**config.mk**
```make
export PLATFORM = sky130hd
export DESIGN_NAME = vrsc_sequencer
export DESIGN_NICKNAME = d
export VERILOG_FILES = /design/src/shared/vrsc_pkg.sv /design/src/rtl/vrsc_sequencer.sv
export VERILOG_INCLUDE_DIRS = /design/src /design/src/shared
export SDC_FILE = /design/constraint.sdc
export NUM_CORES = 1
export LEC_CHECK = 0
export BUFFER_PORTS_ARGS = -buffer_cell sky130_fd_sc_hd__buf_2
export CAP_MARGIN = 25
export CORE_MARGIN = 10
export CORE_UTILIZATION = 55
export CTS_BUF_LIST = sky130_fd_sc_hd__clkbuf_8
export DETAILED_ROUTE_END_ITERATION = 12
export PLACE_DENSITY = 0.91
export SETUP_SLACK_MARGIN = 0.15
export SLEW_MARGIN = 15
export SYNTH_ARGS = -nofsm -noshare
export SYNTH_HDL_FRONTEND = slang
export SYNTH_SLANG_ARGS = --single-unit
export TNS_END_PERCENT = 1
```
**constraint.sdc**
```tcl
create_clock -name core_clk -period 14.35 [get_ports core_clk]
set_clock_uncertainty 0.1 [all_clocks]
set_input_delay 0.7175 -clock core_clk [delete_from_list [all_inputs] [get_ports core_clk]]
set_output_delay 0.7175 -clock core_clk [all_outputs]
set_load 0.05 [all_outputs]
```
**src/shared/vrsc_defines.svh**
```systemverilog
// Constants for the rail startup and configuration sequencer
// What this block does
// [RULE1] Ready within 2.5 ms of enable
// [RULE2] Filter enable fall, recognise within 1 us
// [RULE3] Drop ready within 500 ns of disable
// [RULE4] Boot ramp starts no later than ready deadline
// [RULE5] After supply good, capture straps, PWM mid
// [RULE6] Drive gate driver enable high when enabled
// [RULE7] Counter ramps DAC zero to boot voltage
// [RULE8] Rail PWM leaves mid on first pulse
// [RULE9] Disable returns all PWM to mid
// [RULE10] Ready at ramp end, or bus-ready if zero
// [RULE11] Phase count from sense inputs at supply
// [RULE12] System-power input tied high disables address 0Dh
// [RULE13] Measure each strap pin, decode setting
// [RULE14] Sixteen frequencies, lowest code 180 kHz
// [RULE15] Six boot targets in ascending order
// [RULE16] Slew strap selects 10 or 30 mV/us
// [RULE17] Eight address codes, four pairs twice
// [RULE18] Load max current at enable, 255 at 2.5 V
// [RULE19] Operating mode chosen by power state
// [RULE20] Single-phase full power uses ripple control
// [RULE21] Low power states pick CCM/DCM by load
// [RULE22] Report system power at address 0Dh
// [RULE23] Strap settings held until next supply cycle
`ifndef VRSC_DEFINES_SVH
`define VRSC_DEFINES_SVH
`define VRSC_CLK_MHZ 200
`define VRSC_READY_MAX_US 2500
`define VRSC_FILTER_MAX_NS 1000
`define VRSC_UNREADY_MAX_NS 500
`define VRSC_FILTER_CYC ((`VRSC_FILTER_MAX_NS * `VRSC_CLK_MHZ) / 1000)
`define VRSC_UNREADY_CYC ((`VRSC_UNREADY_MAX_NS * `VRSC_CLK_MHZ) / 1000)
`define VRSC_READY_CYC (`VRSC_READY_MAX_US * `VRSC_CLK_MHZ)
`define VRSC_SLEW_SLOW_MV_US 10
`define VRSC_SLEW_FAST_MV_US 30
`define VRSC_DAC_MV_LSB 5
`define VRSC_BOOT0_MV 12'd0
`define VRSC_BOOT1_MV 12'd800
`define VRSC_BOOT2_MV 12'd1050
`define VRSC_BOOT3_MV 12'd1200
`define VRSC_BOOT4_MV 12'd1400
`define VRSC_BOOT5_MV 12'd1500
`define VRSC_ADDR_CORE 4'h0
`define VRSC_ADDR_GFX 4'h1
`define VRSC_ADDR_SA 4'h2
`define VRSC_ADDR_UNSLICED_GRAPHICS_ADDRESS 4'h3
`define VRSC_ADDR_SYSTEM_POWER_INPUT 8'h0d
`define VRSC_REG_MAX_CURRENT 8'h21
`define VRSC_STRAP_FULL_MV 2500
`define VRSC_STRAP_FULL_CODE 255
`define VRSC_FREQ_BASE_KHZ 11'd180
`endif

```
**src/shared/vrsc_pkg.sv**
```systemverilog
// Types for the rail startup and configuration sequencer
package vrsc_pkg;
  typedef enum logic [2:0] {
    VRSC_OFF = 3'b000,
    VRSC_ARMED = 3'b001,
    VRSC_RAMP = 3'b011,
    VRSC_RUN = 3'b010,
    VRSC_DOWN = 3'b110
  } vrsc_state_t;
  typedef enum logic [1:0] {
    VRSC_PWM_LOW = 2'b00,
    VRSC_PWM_MID = 2'b01,
    VRSC_PWM_HIGH = 2'b10
  } vrsc_pwm_t;
  typedef enum logic [2:0] {
    VRSC_MODE_DUAL_EDGE = 3'd0,
    VRSC_MODE_CCM_RIPPLE = 3'd1,
    VRSC_MODE_DCM_RIPPLE = 3'd2,
    VRSC_MODE_CCM_LOWPWR = 3'd3,
    VRSC_MODE_STANDBY = 3'd4
  } vrsc_mode_t;
endpackage

```
**src/rtl/vrsc_sequencer.sv**
```systemverilog
// Startup, shutdown and strap configuration sequencer for a dual-rail controller
`timescale 1ns/1ps
`include "vrsc_defines.svh"
module vrsc_sequencer
  import vrsc_pkg::*;
#(
  parameter int NPH = 6,
  parameter int READY_CYC = `VRSC_READY_CYC,
  parameter int BUS_READY_CYC = 200
)
(
  input wire logic core_clk,
  input wire logic rst,
  input wire logic supply_good,
  input wire logic rail_enable_in,
  input wire logic [3:0] freq_strap_code,
  input wire logic [2:0] boot_strap_code,
  input wire logic slew_strap_code,
  input wire logic [2:0] addr_strap_code,
  input wire logic [7:0] max_current_strap,
  input wire logic [NPH-1:0] phase_current_sense_input,
  input wire logic system_power_input,
  input wire logic [7:0] system_power_sample,
  input wire logic [2:0] power_state,
  input wire logic light_load_in,
  input wire logic [1:0] rail_pulse_in,
  input wire logic bus_rd,
  input wire logic [7:0] bus_addr,
  input wire logic [7:0] bus_reg,
  output logic rails_ready_out,
  output logic gate_driver_enable_out,
  output vrsc_pwm_t [1:0] rail_pwm_out,
  output logic [11:0] dac_mv_out,
  output logic [10:0] switching_freq_khz,
  output logic [1:0] slew_select_out,
  output logic [3:0] main_rail_address,
  output logic [3:0] second_rail_address,
  output logic [NPH-1:0] active_phase_mask,
  output logic system_power_enabled,
  output logic [7:0] max_current_setting,
  output vrsc_mode_t rail_mode_out,
  output logic bus_ack,
  output logic [7:0] bus_rdata
);
  localparam int FILT_CYC = `VRSC_FILTER_CYC;
  localparam int UNR_CYC = `VRSC_UNREADY_CYC;
  // Cycles per DAC LSB at each slew rate
  localparam int STEP_SLOW = (`VRSC_DAC_MV_LSB * `VRSC_CLK_MHZ) / `VRSC_SLEW_SLOW_MV_US;
  localparam int STEP_FAST = (`VRSC_DAC_MV_LSB * `VRSC_CLK_MHZ) / `VRSC_SLEW_FAST_MV_US;

  vrsc_state_t state_reg, state_next;
  logic strap_done_reg;
  logic [11:0] boot_mv_reg;
  logic slew_fast_reg;
  logic [7:0] filt_cnt_reg;
  logic en_filt_reg;
  logic [23:0] ready_cnt_reg;
  logic [7:0] step_cnt_reg;
  logic [7:0] down_cnt_reg;
  logic [1:0] pulse_seen_reg;

  // Glitch filter: a rise passes at once when armed, a fall must persist the filter time
  wire en_fall_pending = en_filt_reg && !rail_enable_in;
  wire filt_expire = en_fall_pending && (filt_cnt_reg == 8'(FILT_CYC - 1));
  wire ramp_done = (dac_mv_out >= boot_mv_reg);
  wire [7:0] step_len = slew_fast_reg ? 8'(STEP_FAST) : 8'(STEP_SLOW);
  wire step_now = (step_cnt_reg == step_len - 8'd1);
  wire boot_zero = (boot_mv_reg == `VRSC_BOOT0_MV);
  wire bus_ready_hit = (ready_cnt_reg >= 24'(BUS_READY_CYC));
  wire ready_cond = boot_zero ? bus_ready_hit : ramp_done;
  wire down_done = (down_cnt_reg == 8'(UNR_CYC - 1));
  wire system_power_input_hit = (bus_addr == `VRSC_ADDR_SYSTEM_POWER_INPUT);
  wire main_hit = (bus_addr[3:0] == main_rail_address) && (bus_addr[7:4] == 4'h0);
  wire second_hit = (bus_addr[3:0] == second_rail_address) && (bus_addr[7:4] == 4'h0);
  wire reg_icc = (bus_reg == `VRSC_REG_MAX_CURRENT);
  logic [11:0] boot_dec;
  logic [3:0] addr_a, addr_b;
  logic ack_next;
  logic [7:0] rdata_next;
  vrsc_mode_t mode_next;

  // Boot voltage table, ascending resistor order
  always_comb
  begin
    case (boot_strap_code) // RULE15
      3'd0: boot_dec = `VRSC_BOOT0_MV;
      3'd1: boot_dec = `VRSC_BOOT1_MV;
      3'd2: boot_dec = `VRSC_BOOT2_MV;
      3'd3: boot_dec = `VRSC_BOOT3_MV;
      3'd4: boot_dec = `VRSC_BOOT4_MV;
      default: boot_dec = `VRSC_BOOT5_MV;
    endcase
  end

  // Address pairs repeat every four codes
  always_comb
  begin
    case (addr_strap_code[1:0]) // RULE17
      2'd0:
      begin
        addr_a = `VRSC_ADDR_CORE;
        addr_b = `VRSC_ADDR_GFX;
      end
      2'd1:
      begin
        addr_a = `VRSC_ADDR_GFX;
        addr_b = `VRSC_ADDR_CORE;
      end
      2'd2:
      begin
        addr_a = `VRSC_ADDR_CORE;
        addr_b = `VRSC_ADDR_SA;
      end
      default:
      begin
        addr_a = `VRSC_ADDR_GFX;
        addr_b = `VRSC_ADDR_UNSLICED_GRAPHICS_ADDRESS;
      end
    endcase
  end

  always_comb
  begin
    case (power_state) // RULE19
      3'd0: mode_next = (active_phase_mask[NPH-1:1] == '0) ? VRSC_MODE_CCM_RIPPLE : VRSC_MODE_DUAL_EDGE; // RULE20
      3'd1: mode_next = VRSC_MODE_CCM_RIPPLE;
      3'd2, 3'd3: mode_next = light_load_in ? VRSC_MODE_DCM_RIPPLE : VRSC_MODE_CCM_LOWPWR; // RULE21
      default: mode_next = VRSC_MODE_STANDBY;
    endcase
  end

  always_comb
  begin
    state_next = state_reg;
    case (state_reg)
      VRSC_OFF:
        if (strap_done_reg)
          state_next = VRSC_ARMED;
      VRSC_ARMED:
        if (en_filt_reg)
          state_next = VRSC_RAMP;
      VRSC_RAMP:
        if (!en_filt_reg)
          state_next = VRSC_DOWN;
        else if (ready_cond)
          state_next = VRSC_RUN; // RULE10
      VRSC_RUN:
        if (!en_filt_reg)
          state_next = VRSC_DOWN;
      default:
        if (down_done)
          state_next = VRSC_ARMED;
    endcase
  end

  // Bus: system-power address only answers when the function is present
  always_comb
  begin
    ack_next = 1'b0;
    rdata_next = 8'h00;
    if (!bus_rd || !rails_ready_out)
      ack_next = 1'b0;
    else if (system_power_input_hit)
    begin
      ack_next = system_power_enabled; // RULE12
      rdata_next = system_power_enabled ? system_power_sample : 8'h00; // RULE22
    end
    else if ((main_hit || second_hit) && reg_icc)
    begin
      ack_next = 1'b1;
      rdata_next = max_current_setting; // RULE18
    end
    else if (main_hit || second_hit)
      ack_next = 1'b1;
  end

  always_ff @(posedge core_clk)
  begin
    if (rst || !supply_good)
    begin
      state_reg <= VRSC_OFF;
      strap_done_reg <= 1'b0;
    end
    else
    begin
      state_reg <= state_next;
      strap_done_reg <= 1'b1;
    end
  end

  // Straps captured once per supply cycle
  always_ff @(posedge core_clk)
  begin
    if (rst || !supply_good)
    begin
      boot_mv_reg <= `VRSC_BOOT0_MV;
      slew_fast_reg <= 1'b0;
      switching_freq_khz <= `VRSC_FREQ_BASE_KHZ;
      slew_select_out <= 2'd0;
      main_rail_address <= `VRSC_ADDR_CORE;
      second_rail_address <= `VRSC_ADDR_GFX;
      active_phase_mask <= '0;
      system_power_enabled <= 1'b0;
    end
    else if (!strap_done_reg) // RULE23
    begin
      boot_mv_reg <= boot_dec; // RULE13
      slew_fast_reg <= slew_strap_code; // RULE16
      slew_select_out <= slew_strap_code ? 2'd1 : 2'd0;
      switching_freq_khz <= `VRSC_FREQ_BASE_KHZ + 11'(freq_strap_code) * 11'd45
        + ((freq_strap_code > 4'd8) ? 11'(freq_strap_code - 4'd8) * 11'd45 : 11'd0); // RULE14
      main_rail_address <= addr_a;
      second_rail_address <= addr_b;
      active_phase_mask <= ~phase_current_sense_input; // RULE11
      system_power_enabled <= !system_power_input; // RULE12
    end
  end

  always_ff @(posedge core_clk)
  begin
    if (rst)
    begin
      en_filt_reg <= 1'b0;
      filt_cnt_reg <= 8'd0;
    end
    else if (rail_enable_in)
    begin
      en_filt_reg <= en_filt_reg | (state_reg == VRSC_ARMED);
      filt_cnt_reg <= 8'd0;
    end
    else if (filt_expire)
    begin
      en_filt_reg <= 1'b0; // RULE2
      filt_cnt_reg <= 8'd0;
    end
    else if (en_fall_pending)
      filt_cnt_reg <= filt_cnt_reg + 8'd1;
  end

  always_ff @(posedge core_clk)
  begin
    if (rst || state_reg != VRSC_RAMP)
    begin
      ready_cnt_reg <= 24'd0;
      step_cnt_reg <= 8'd0;
    end
    else
    begin
      ready_cnt_reg <= ready_cnt_reg + 24'd1; // RULE1
      step_cnt_reg <= step_now ? 8'd0 : step_cnt_reg + 8'd1;
    end
  end

  always_ff @(posedge core_clk)
  begin
    if (rst)
      dac_mv_out <= 12'd0;
    else if (state_reg == VRSC_RAMP && !ramp_done && step_now)
      dac_mv_out <= dac_mv_out + 12'(`VRSC_DAC_MV_LSB); // RULE7 RULE4
    else if (state_reg == VRSC_OFF || state_reg == VRSC_ARMED)
      dac_mv_out <= 12'd0;
  end

  always_ff @(posedge core_clk)
  begin
    if (rst || state_reg != VRSC_DOWN)
      down_cnt_reg <= 8'd0;
    else
      down_cnt_reg <= down_cnt_reg + 8'd1;
  end

  always_ff @(posedge core_clk)
  begin
    if (rst)
    begin
      rails_ready_out <= 1'b0;
      gate_driver_enable_out <= 1'b0;
      pulse_seen_reg <= 2'b00;
      max_current_setting <= 8'h00;
      rail_mode_out <= VRSC_MODE_STANDBY;
      bus_ack <= 1'b0;
      bus_rdata <= 8'h00;
    end
    else
    begin
      rails_ready_out <= (state_next == VRSC_RUN); // RULE3 RULE10
      gate_driver_enable_out <= (state_next == VRSC_RAMP) || (state_next == VRSC_RUN); // RULE6
      if (state_reg == VRSC_ARMED && en_filt_reg)
        max_current_setting <= 8'((16'(max_current_strap) * 16'(`VRSC_STRAP_FULL_CODE)) / 16'd255); // RULE18
      if (state_reg == VRSC_RAMP || state_reg == VRSC_RUN)
        pulse_seen_reg <= pulse_seen_reg | rail_pulse_in;
      else
        pulse_seen_reg <= 2'b00; // RULE9
      rail_mode_out <= mode_next;
      bus_ack <= ack_next;
      bus_rdata <= rdata_next;
    end
  end

  // PWM stays mid until each rail's first pulse
  genvar gi;
  generate
    for (gi = 0; gi < 2; gi++)
    begin : g_rail
      always_ff @(posedge core_clk)
      begin
        if (rst || !strap_done_reg || !gate_driver_enable_out)
          rail_pwm_out[gi] <= VRSC_PWM_MID; // RULE5 RULE9
        else if (pulse_seen_reg[gi] || rail_pulse_in[gi])
          rail_pwm_out[gi] <= VRSC_PWM_HIGH; // RULE8
        else
          rail_pwm_out[gi] <= VRSC_PWM_MID;
      end
    end
  endgenerate
endmodule

```
==> results by group, run 1 <==
Clocking
  • Root Buffer: clkbuf_8
  • Htree depth: 4
  • CTS sink cnt: 124
  • CTS Buf Count: 17
  • CTS resizes: 0
  • Setup bufs post-CTS: 0
  • Clock-pin slew on the worst setup and hold paths: 80 ps
  • Hold buffers post-CTS: 0
  • CTS Buffer Depth: 2
  • Worst skew pair latency: 440 ps
  • TritonCTS clock tree: built

Final layout
  • Area growth syn-to-layout: 16.9%
  • Area occupied by multi-input gates: 0.00372 sq mm
  • Final #Nets: 1009
  • Share of cells above drive strength 1: 18.1%
  • N_diodes: 0
  • Flip-flop and latch area: roughly 0.0025 sq mm
  • Max FFs per register: 24
  • Design Area, Final: between 0.007 and 0.008 sq mm
  • Fillers: 884

Routing
  • Total Wirelength: 15000 microns
  • Drt pass-1 iters: 4
  • Drt wl/cell: 14.4 microns
  • DRT antenna net count: 0
  • DRC Markers: 0
  • Post-DR vias/cell: approximately 5.3
  • Vias: 5548
  • Drt initial violations: 286

Critical path
  • CP max FO: 5
  • Most used cell, CP: ha_1
  • Reg2reg start: step_cnt_reg[0]
  • Origin of the worst setup path: freq_strap_code[3]
  • Worst-path cell chain: buf_2, inv_1, ha_1, ha_1, inv_1, fa_1, inv_1, ha_1, fa_1, and2_1, ha_1, xnor2_1, xnor2_1, fa_1, inv_1, ha_1, o21a_1, a2111oi_0, nor3_1, mux2i_1, nand2_1
  • Max incr delay on CP: 550 ps
  • Slowest stage cell, crit path: fa_1
  • Worst EP required: 14570 ps
  • CP endpoint kind: flip-flop
  • Reg-to-reg setup timing slack: 11750 ps
  • Crit path DAT: 5650 ps
  • WS Path Type: in -> reg
  • Setup crit start kind: primary input
  • FF-to-FF path depth: 6
  • Reg-to-Reg End: dac_mv_out[9]
  • Critical path endpoint: switching_freq_khz[9]

Die
  • Starting density of the core: 56.8%
  • Boundary Pins: 127
  • Die area: 0.0167 sq mm
  • Die Height: roughly 130 microns
  • Core area: 0.0116 sq mm
  • Die X: 129 microns
  • Rows: 39

Pwr
  • Leakage: 3.40 nW
  • PD cells: 116 mW/mm^2
  • Max rail drop VDD: 0.0000854 V

Global route
  • Largest net degree at the start of global routing: 59
  • Number of global-route vias before repair: between 5k and 6k
  • Global route total overflow: 0
  • Initial antenna violation count: 0
  • First-pass GRT wire length: ~25000 microns
  • GRT Total Usage: 18.3%

Timing
  • Final Max Slew Viols: 0
  • Final Setup Violations: 0
  • Final setup TNS: 0 ps
  • Fin crit period: ~5400 ps
  • Worst-Margin Slew: 794 ps
  • Max frequency: roughly 0.18 GHz
  • Slew headroom: ~47%
  • RSZ-0062 raised after global routing: no
  • Ratio of final minimum period to clock period: 37.9%
  • Fin. Hold Viols: 0

Synth
  • Sequential area share after synthesis: 37.8%
  • Synth top area share: 37.8%
  • Synth cell count leaders: dfxtp_1 (124), nor2_1 (121), inv_1 (63), nand2_1 (52), ha_1 (51)
  • Mapped Cells: 770
  • Synth Warn #: 0
  • Synthesized area per cell: 8.54 sq um
  • Post-synth EDFFs: 0
  • Synth Flop Type: dfxtp_1
  • Top-count cell post-synth: dfxtp_1
  • Yosys top cell by area: dfxtp_1
  • Asr flop ratio synth: 0%
  • Number of synthesized register bits: 124
  • Area contributors post-synth: dfxtp_1 (38%), ha_1 (9.7%), nor2_1 (6.9%)
  • Synth Cell Area: 0.00657 sq mm
  • Unique masters post-synth: 58

Run
  • Max-Cap Viols: 0

Place
  • Hpwl dp: 11100 microns
  • Area post-placement: about 0.0072 sq mm
  • Port bufs: 119
  • Routability cong.: 0.844

Run status
  • Status: finished clean

Hold path
  • Worst hold-check path type: reg -> reg
==> worst min path at each step <==
stage | start | endpoint | depth (start not counted) | slack, ps
final | down_cnt_reg[0] | down_cnt_reg[0] | 1 | 370
after global routing | power_state[1] | rail_mode_out[1] | 3 | 390
after CTS | max_current_setting[7] | max_current_setting[7] | 2 | 370
after detailed placement | switching_freq_khz[2] | switching_freq_khz[2] | 2 | 360
after global placement | down_cnt_reg[0] | down_cnt_reg[0] | 1 | 340
after floorplan | down_cnt_reg[0] | down_cnt_reg[0] | 1 | 330
==> metrics by stage <==
| step | hold WS (ps) | power [W] | utilization, % | setup WS, ps | cells |
|---|---|---|---|---|---|
| 2_1_floorplan | 330 | 0.000521 | - | 9020 | 776 |
| 3_3_place_gp | 344 | 0.000559 | 62.5 | 8610 | 1007 |
| 3_5_place_dp | 356 | 0.000566 | 62.5 | 8510 | 1007 |
| 4_1_cts | 373 | 0.000898 | 66.3 | 8940 | 1039 |
| 5_1_grt | 385 | 0.000940 | 66.4 | 8610 | 1040 |
| 6_report | 370 | 0.000892 | 66.4 | 8920 | 1040 |
==> where the power goes <==
part           switching [W]  total, W  leakage [nW]  internal [W]
clock network       0.000151  0.000331         0.213      0.000180
logic               0.000123  0.000202          2.18     0.0000795
registers         0.00000601  0.000359          1.00      0.000353
total               0.000279  0.000892          3.40      0.000613
==> cell type report <==
class | instances | area share (%)
clock inverters | 14 | 2.38
flip-flops and latches | 124 | 32.3
clock buffers | 18 | 3.22
inverters | 64 | 3.13
repair buffers | 122 | 8.21
well taps | 143 | 2.33
multi-input cells | 555 | 48.4
==> placed cells by master (no fill, tap or decap), types with 19 or more instances in the layout <==
cell type  instances
ha_1              51
inv_1             63
xor2_1            33
nand2_1           52
xnor2_1           20
nor2_1           121
dfxtp_1          123
buf_2            119
nand3_1           32
nor3_1            19
a21oi_1           39
==> cells by family after synthesis <==
group | share of synthesized area [%]
simple gates | 23.0
other cells | 0.0570
buf+inv | 6.00
mux | 1.75
xor+xnor | 7.06
fa+ha+maj | 13.8
flops | 37.8
compound gates | 10.5
==> per-layer routing <==
metal / routed length [microns] / GRT usage, %
met3: 1040 / 7.06
met1: 6540 / 21.2
met2: 7220 / 30.3
met4: 177 / 6.69
met5: 0 / 0
==> critical path, delay by kind of cell <==
kind / cells / cell delay, ps
AO/OA/AOI/OAI: 2 / 630
XOR/XNOR: 2 / 300
adder cells (fa/ha/maj): 8 / 3040
buffers and inverters: 5 / 410
multiplexers: 1 / 170
AND/OR/NAND/NOR: 3 / 370
(Power assumes the default switching activity.)
==> run 2: changes to the inputs <==
clock period = 5.4 ns   (was 14.35 ns; I/O delays follow)
==> run 2 against run 1 <==
Against the previous run: final cell count is 2.3% higher; critical path depth stayed put; first-iteration DRC count is 24% higher; count of clock-buffer cells in the layout is 1 higher; non-clock buffer count is 24 higher; cell area is 2.5% higher; sequential cell count stayed put.
==> results by group, run 2 (synthesized netlist as in run 1, its figures left out) <==
Run status
  • Status: finished clean

Timing
  • Final Setup Violations: 0 (unchanged)
  • Fin crit period: around 4800 ps
  • Ratio of final minimum period to clock period: 88.1%
  • Worst-Margin Slew: 868 ps (+74.6 ps)
  • Fin. Hold Viols: 0 (unchanged)
  • Max frequency: approximately 0.21 GHz
  • Slew headroom: 42.1% (-5.0 points)
  • RSZ-0062 raised after global routing: no
  • Final setup TNS: 0 ps (unchanged)
  • Final Max Slew Viols: 0 (unchanged)

Clocking
  • Root Buffer: clkbuf_8
  • Worst skew pair latency: 440 ps (about the same)
  • CTS Buffer Depth: 2 (unchanged)
  • CTS resizes: 0 (unchanged)
  • Htree depth: 4 (unchanged)
  • Clock-pin slew on the worst setup and hold paths: 80 ps (about the same)
  • Hold buffers post-CTS: 23 (+23)
  • TritonCTS clock tree: built
  • CTS sink cnt: 124 (unchanged)
  • Setup bufs post-CTS: 0 (unchanged)
  • CTS Buf Count: 17 (unchanged)

Critical path
  • FF-to-FF path depth: 6 (unchanged)
  • Crit path DAT: 5000 ps (-650 ps)
  • Slowest stage cell, crit path: fa_1
  • Max incr delay on CP: 550 ps (about the same)
  • Worst-path cell chain: buf_2, inv_1, ha_1, ha_1, inv_1, fa_1, inv_1, ha_1, fa_1, xor2_1, nand2_1, fa_1, fa_1, inv_1, ha_1, nand3_1, o2111ai_1, a21o_1, a21oi_1, xnor2_1, o211a_1
  • CP max FO: 5 (unchanged)
  • Setup crit start kind: primary input
  • CP endpoint kind: flip-flop
  • WS Path Type: in -> reg
  • Worst EP required: 5640 ps (-8930 ps)

Global route
  • Largest net degree at the start of global routing: 41 (-31%)
  • GRT Total Usage: 19.2% (+0.82 points)
  • Number of global-route vias before repair: 5681 (+3.7%)
  • Global route total overflow: 0 (unchanged)
  • Initial antenna violation count: 0 (unchanged)
  • First-pass GRT wire length: 26200 microns (+4.4%)

Final layout
  • Most frequent cells in the layout: dfxtp_1 (123), nor2_1 (121), buf_2 (119), inv_1 (63), nand2_1 (52)
  • Final #Nets: 1033 (+2.4%)
  • Most common cell after layout, fill and taps aside: dfxtp_1
  • Max FFs per register: 24 (unchanged)
  • N_diodes: 0 (unchanged)
  • Area growth syn-to-layout: 19.8%
  • Share of cells above drive strength 1: 17.7% (-0.36 points)

Routing
  • Drt wl/cell: 14.9 microns (+3.6%)
  • Drt pass-1 iters: 5 (+1)
  • DRC Markers: 0 (unchanged)
  • Drt initial violations: 355 (+24%)
  • DRT antenna net count: 0 (unchanged)
  • Total Wirelength: 15900 microns (+6.0%)
  • Post-DR vias/cell: 5.41 (+1.5%)
  • Vias: 5760 (+3.8%)

Die
  • Boundary Pins: 127 (unchanged)
  • Core area: 0.0116 sq mm (unchanged)
  • Rows: 39 (unchanged)
  • Die Height: 129 microns (unchanged)
  • Die X: 129 microns (unchanged)
  • Die area: 0.0167 sq mm (unchanged)
  • Starting density of the core: 56.8% (unchanged)

Pwr
  • Leakage: 3.47 nW (+2.3%)
  • PD cells: 293 mW/mm^2 (+150%)
  • Total power: 0.00230 W (+160%)
  • Max rail drop VDD: 0.000163 V (+90%)

Place
  • Hpwl dp: 11500 microns (+3.5%)
  • Port bufs: 119 (unchanged)
  • Routability cong.: 0.855 (+1.3%)

Hold path
  • Hold depth: 3 (+2)
  • Worst hold-check path type: in -> reg

Run
  • Max-Cap Viols: 0 (unchanged)
-- run 2: cell types whose count changed in the layout (fill, tap and decap cells not counted) --
cell           change
buf_12             -1
buf_4              +2
bufinv_16          -2
clkbuf_8           +1
clkinv_2           -1
clkinv_4           +3
dlygate4sd3_1     +23
inv_8              -1
-- run 2: final cells by class --
| cell class | count | area, sq um |
|---|---|---|
| fill | 873 | 3690 |
| clock buffer | 19 | 262 |
| inverter | 64 | 240 |
| sequential | 124 | 2480 |
| tap | 143 | 179 |
| timing repair buffer | 146 | 856 |
| multi-input combinational | 555 | 3720 |
| clock inverter | 13 | 133 |
-- run 2: critical path: cells and delay by family --
kind                     cells  cell delay [ps]
AO/OA/AOI/OAI                4              760
XOR/XNOR                     2              240
adder cells (fa/ha/maj)      8             3210
buffers and inverters        5              330
AND/OR/NAND/NOR              2              190
-- run 2: worst paths after layout --
| kind | start | endpoint | slack (ps) |
|---|---|---|---|
| worst max-delay path | freq_strap_code[3] | switching_freq_khz[10] | 640 |
| worst min-delay path | system_power_sample[6] | bus_rdata[6] | 20 |
| worst max register to register | step_cnt_reg[0] | dac_mv_out[9] | 2810 |
| worst min register to register | down_cnt_reg[0] | down_cnt_reg[0] | 370 |
-- run 2: where the power goes --
part	total, W	switching, W	internal, W
logic	0.000549	0.000328	0.000221
clock network	0.000801	0.000403	0.000398
registers	0.000954	0.0000165	0.000937
total	0.00230	0.000747	0.00156
-- run 2: per-stage QoR --
| step | instance area (sq um) | worst slack [ps] | hold slack [ps] | cells | utilization (%) |
|---|---|---|---|---|---|
| floorplan | 6600 | 521 | 249 | 776 | - |
| global placement | 7250 | 279 | 344 | 1009 | 62.7 |
| detailed placement | 7250 | 170 | 351 | 1009 | 62.7 |
| CTS | 7870 | 646 | 3.14 | 1064 | 68.1 |
| global route | 7870 | 349 | 8.04 | 1064 | 68.1 |
| finish | 7870 | 642 | 21.5 | 1064 | 68.1 |
-- run 2: metal layers --
layer	vias to the layer above	GRT usage (%)	share of wire [%]
li1	2874	-	-
met1	2712	21.5	42
met2	152	32.6	49
met3	22	6.89	6.5
met4	0	7.42	2.1
met5	-	0	0
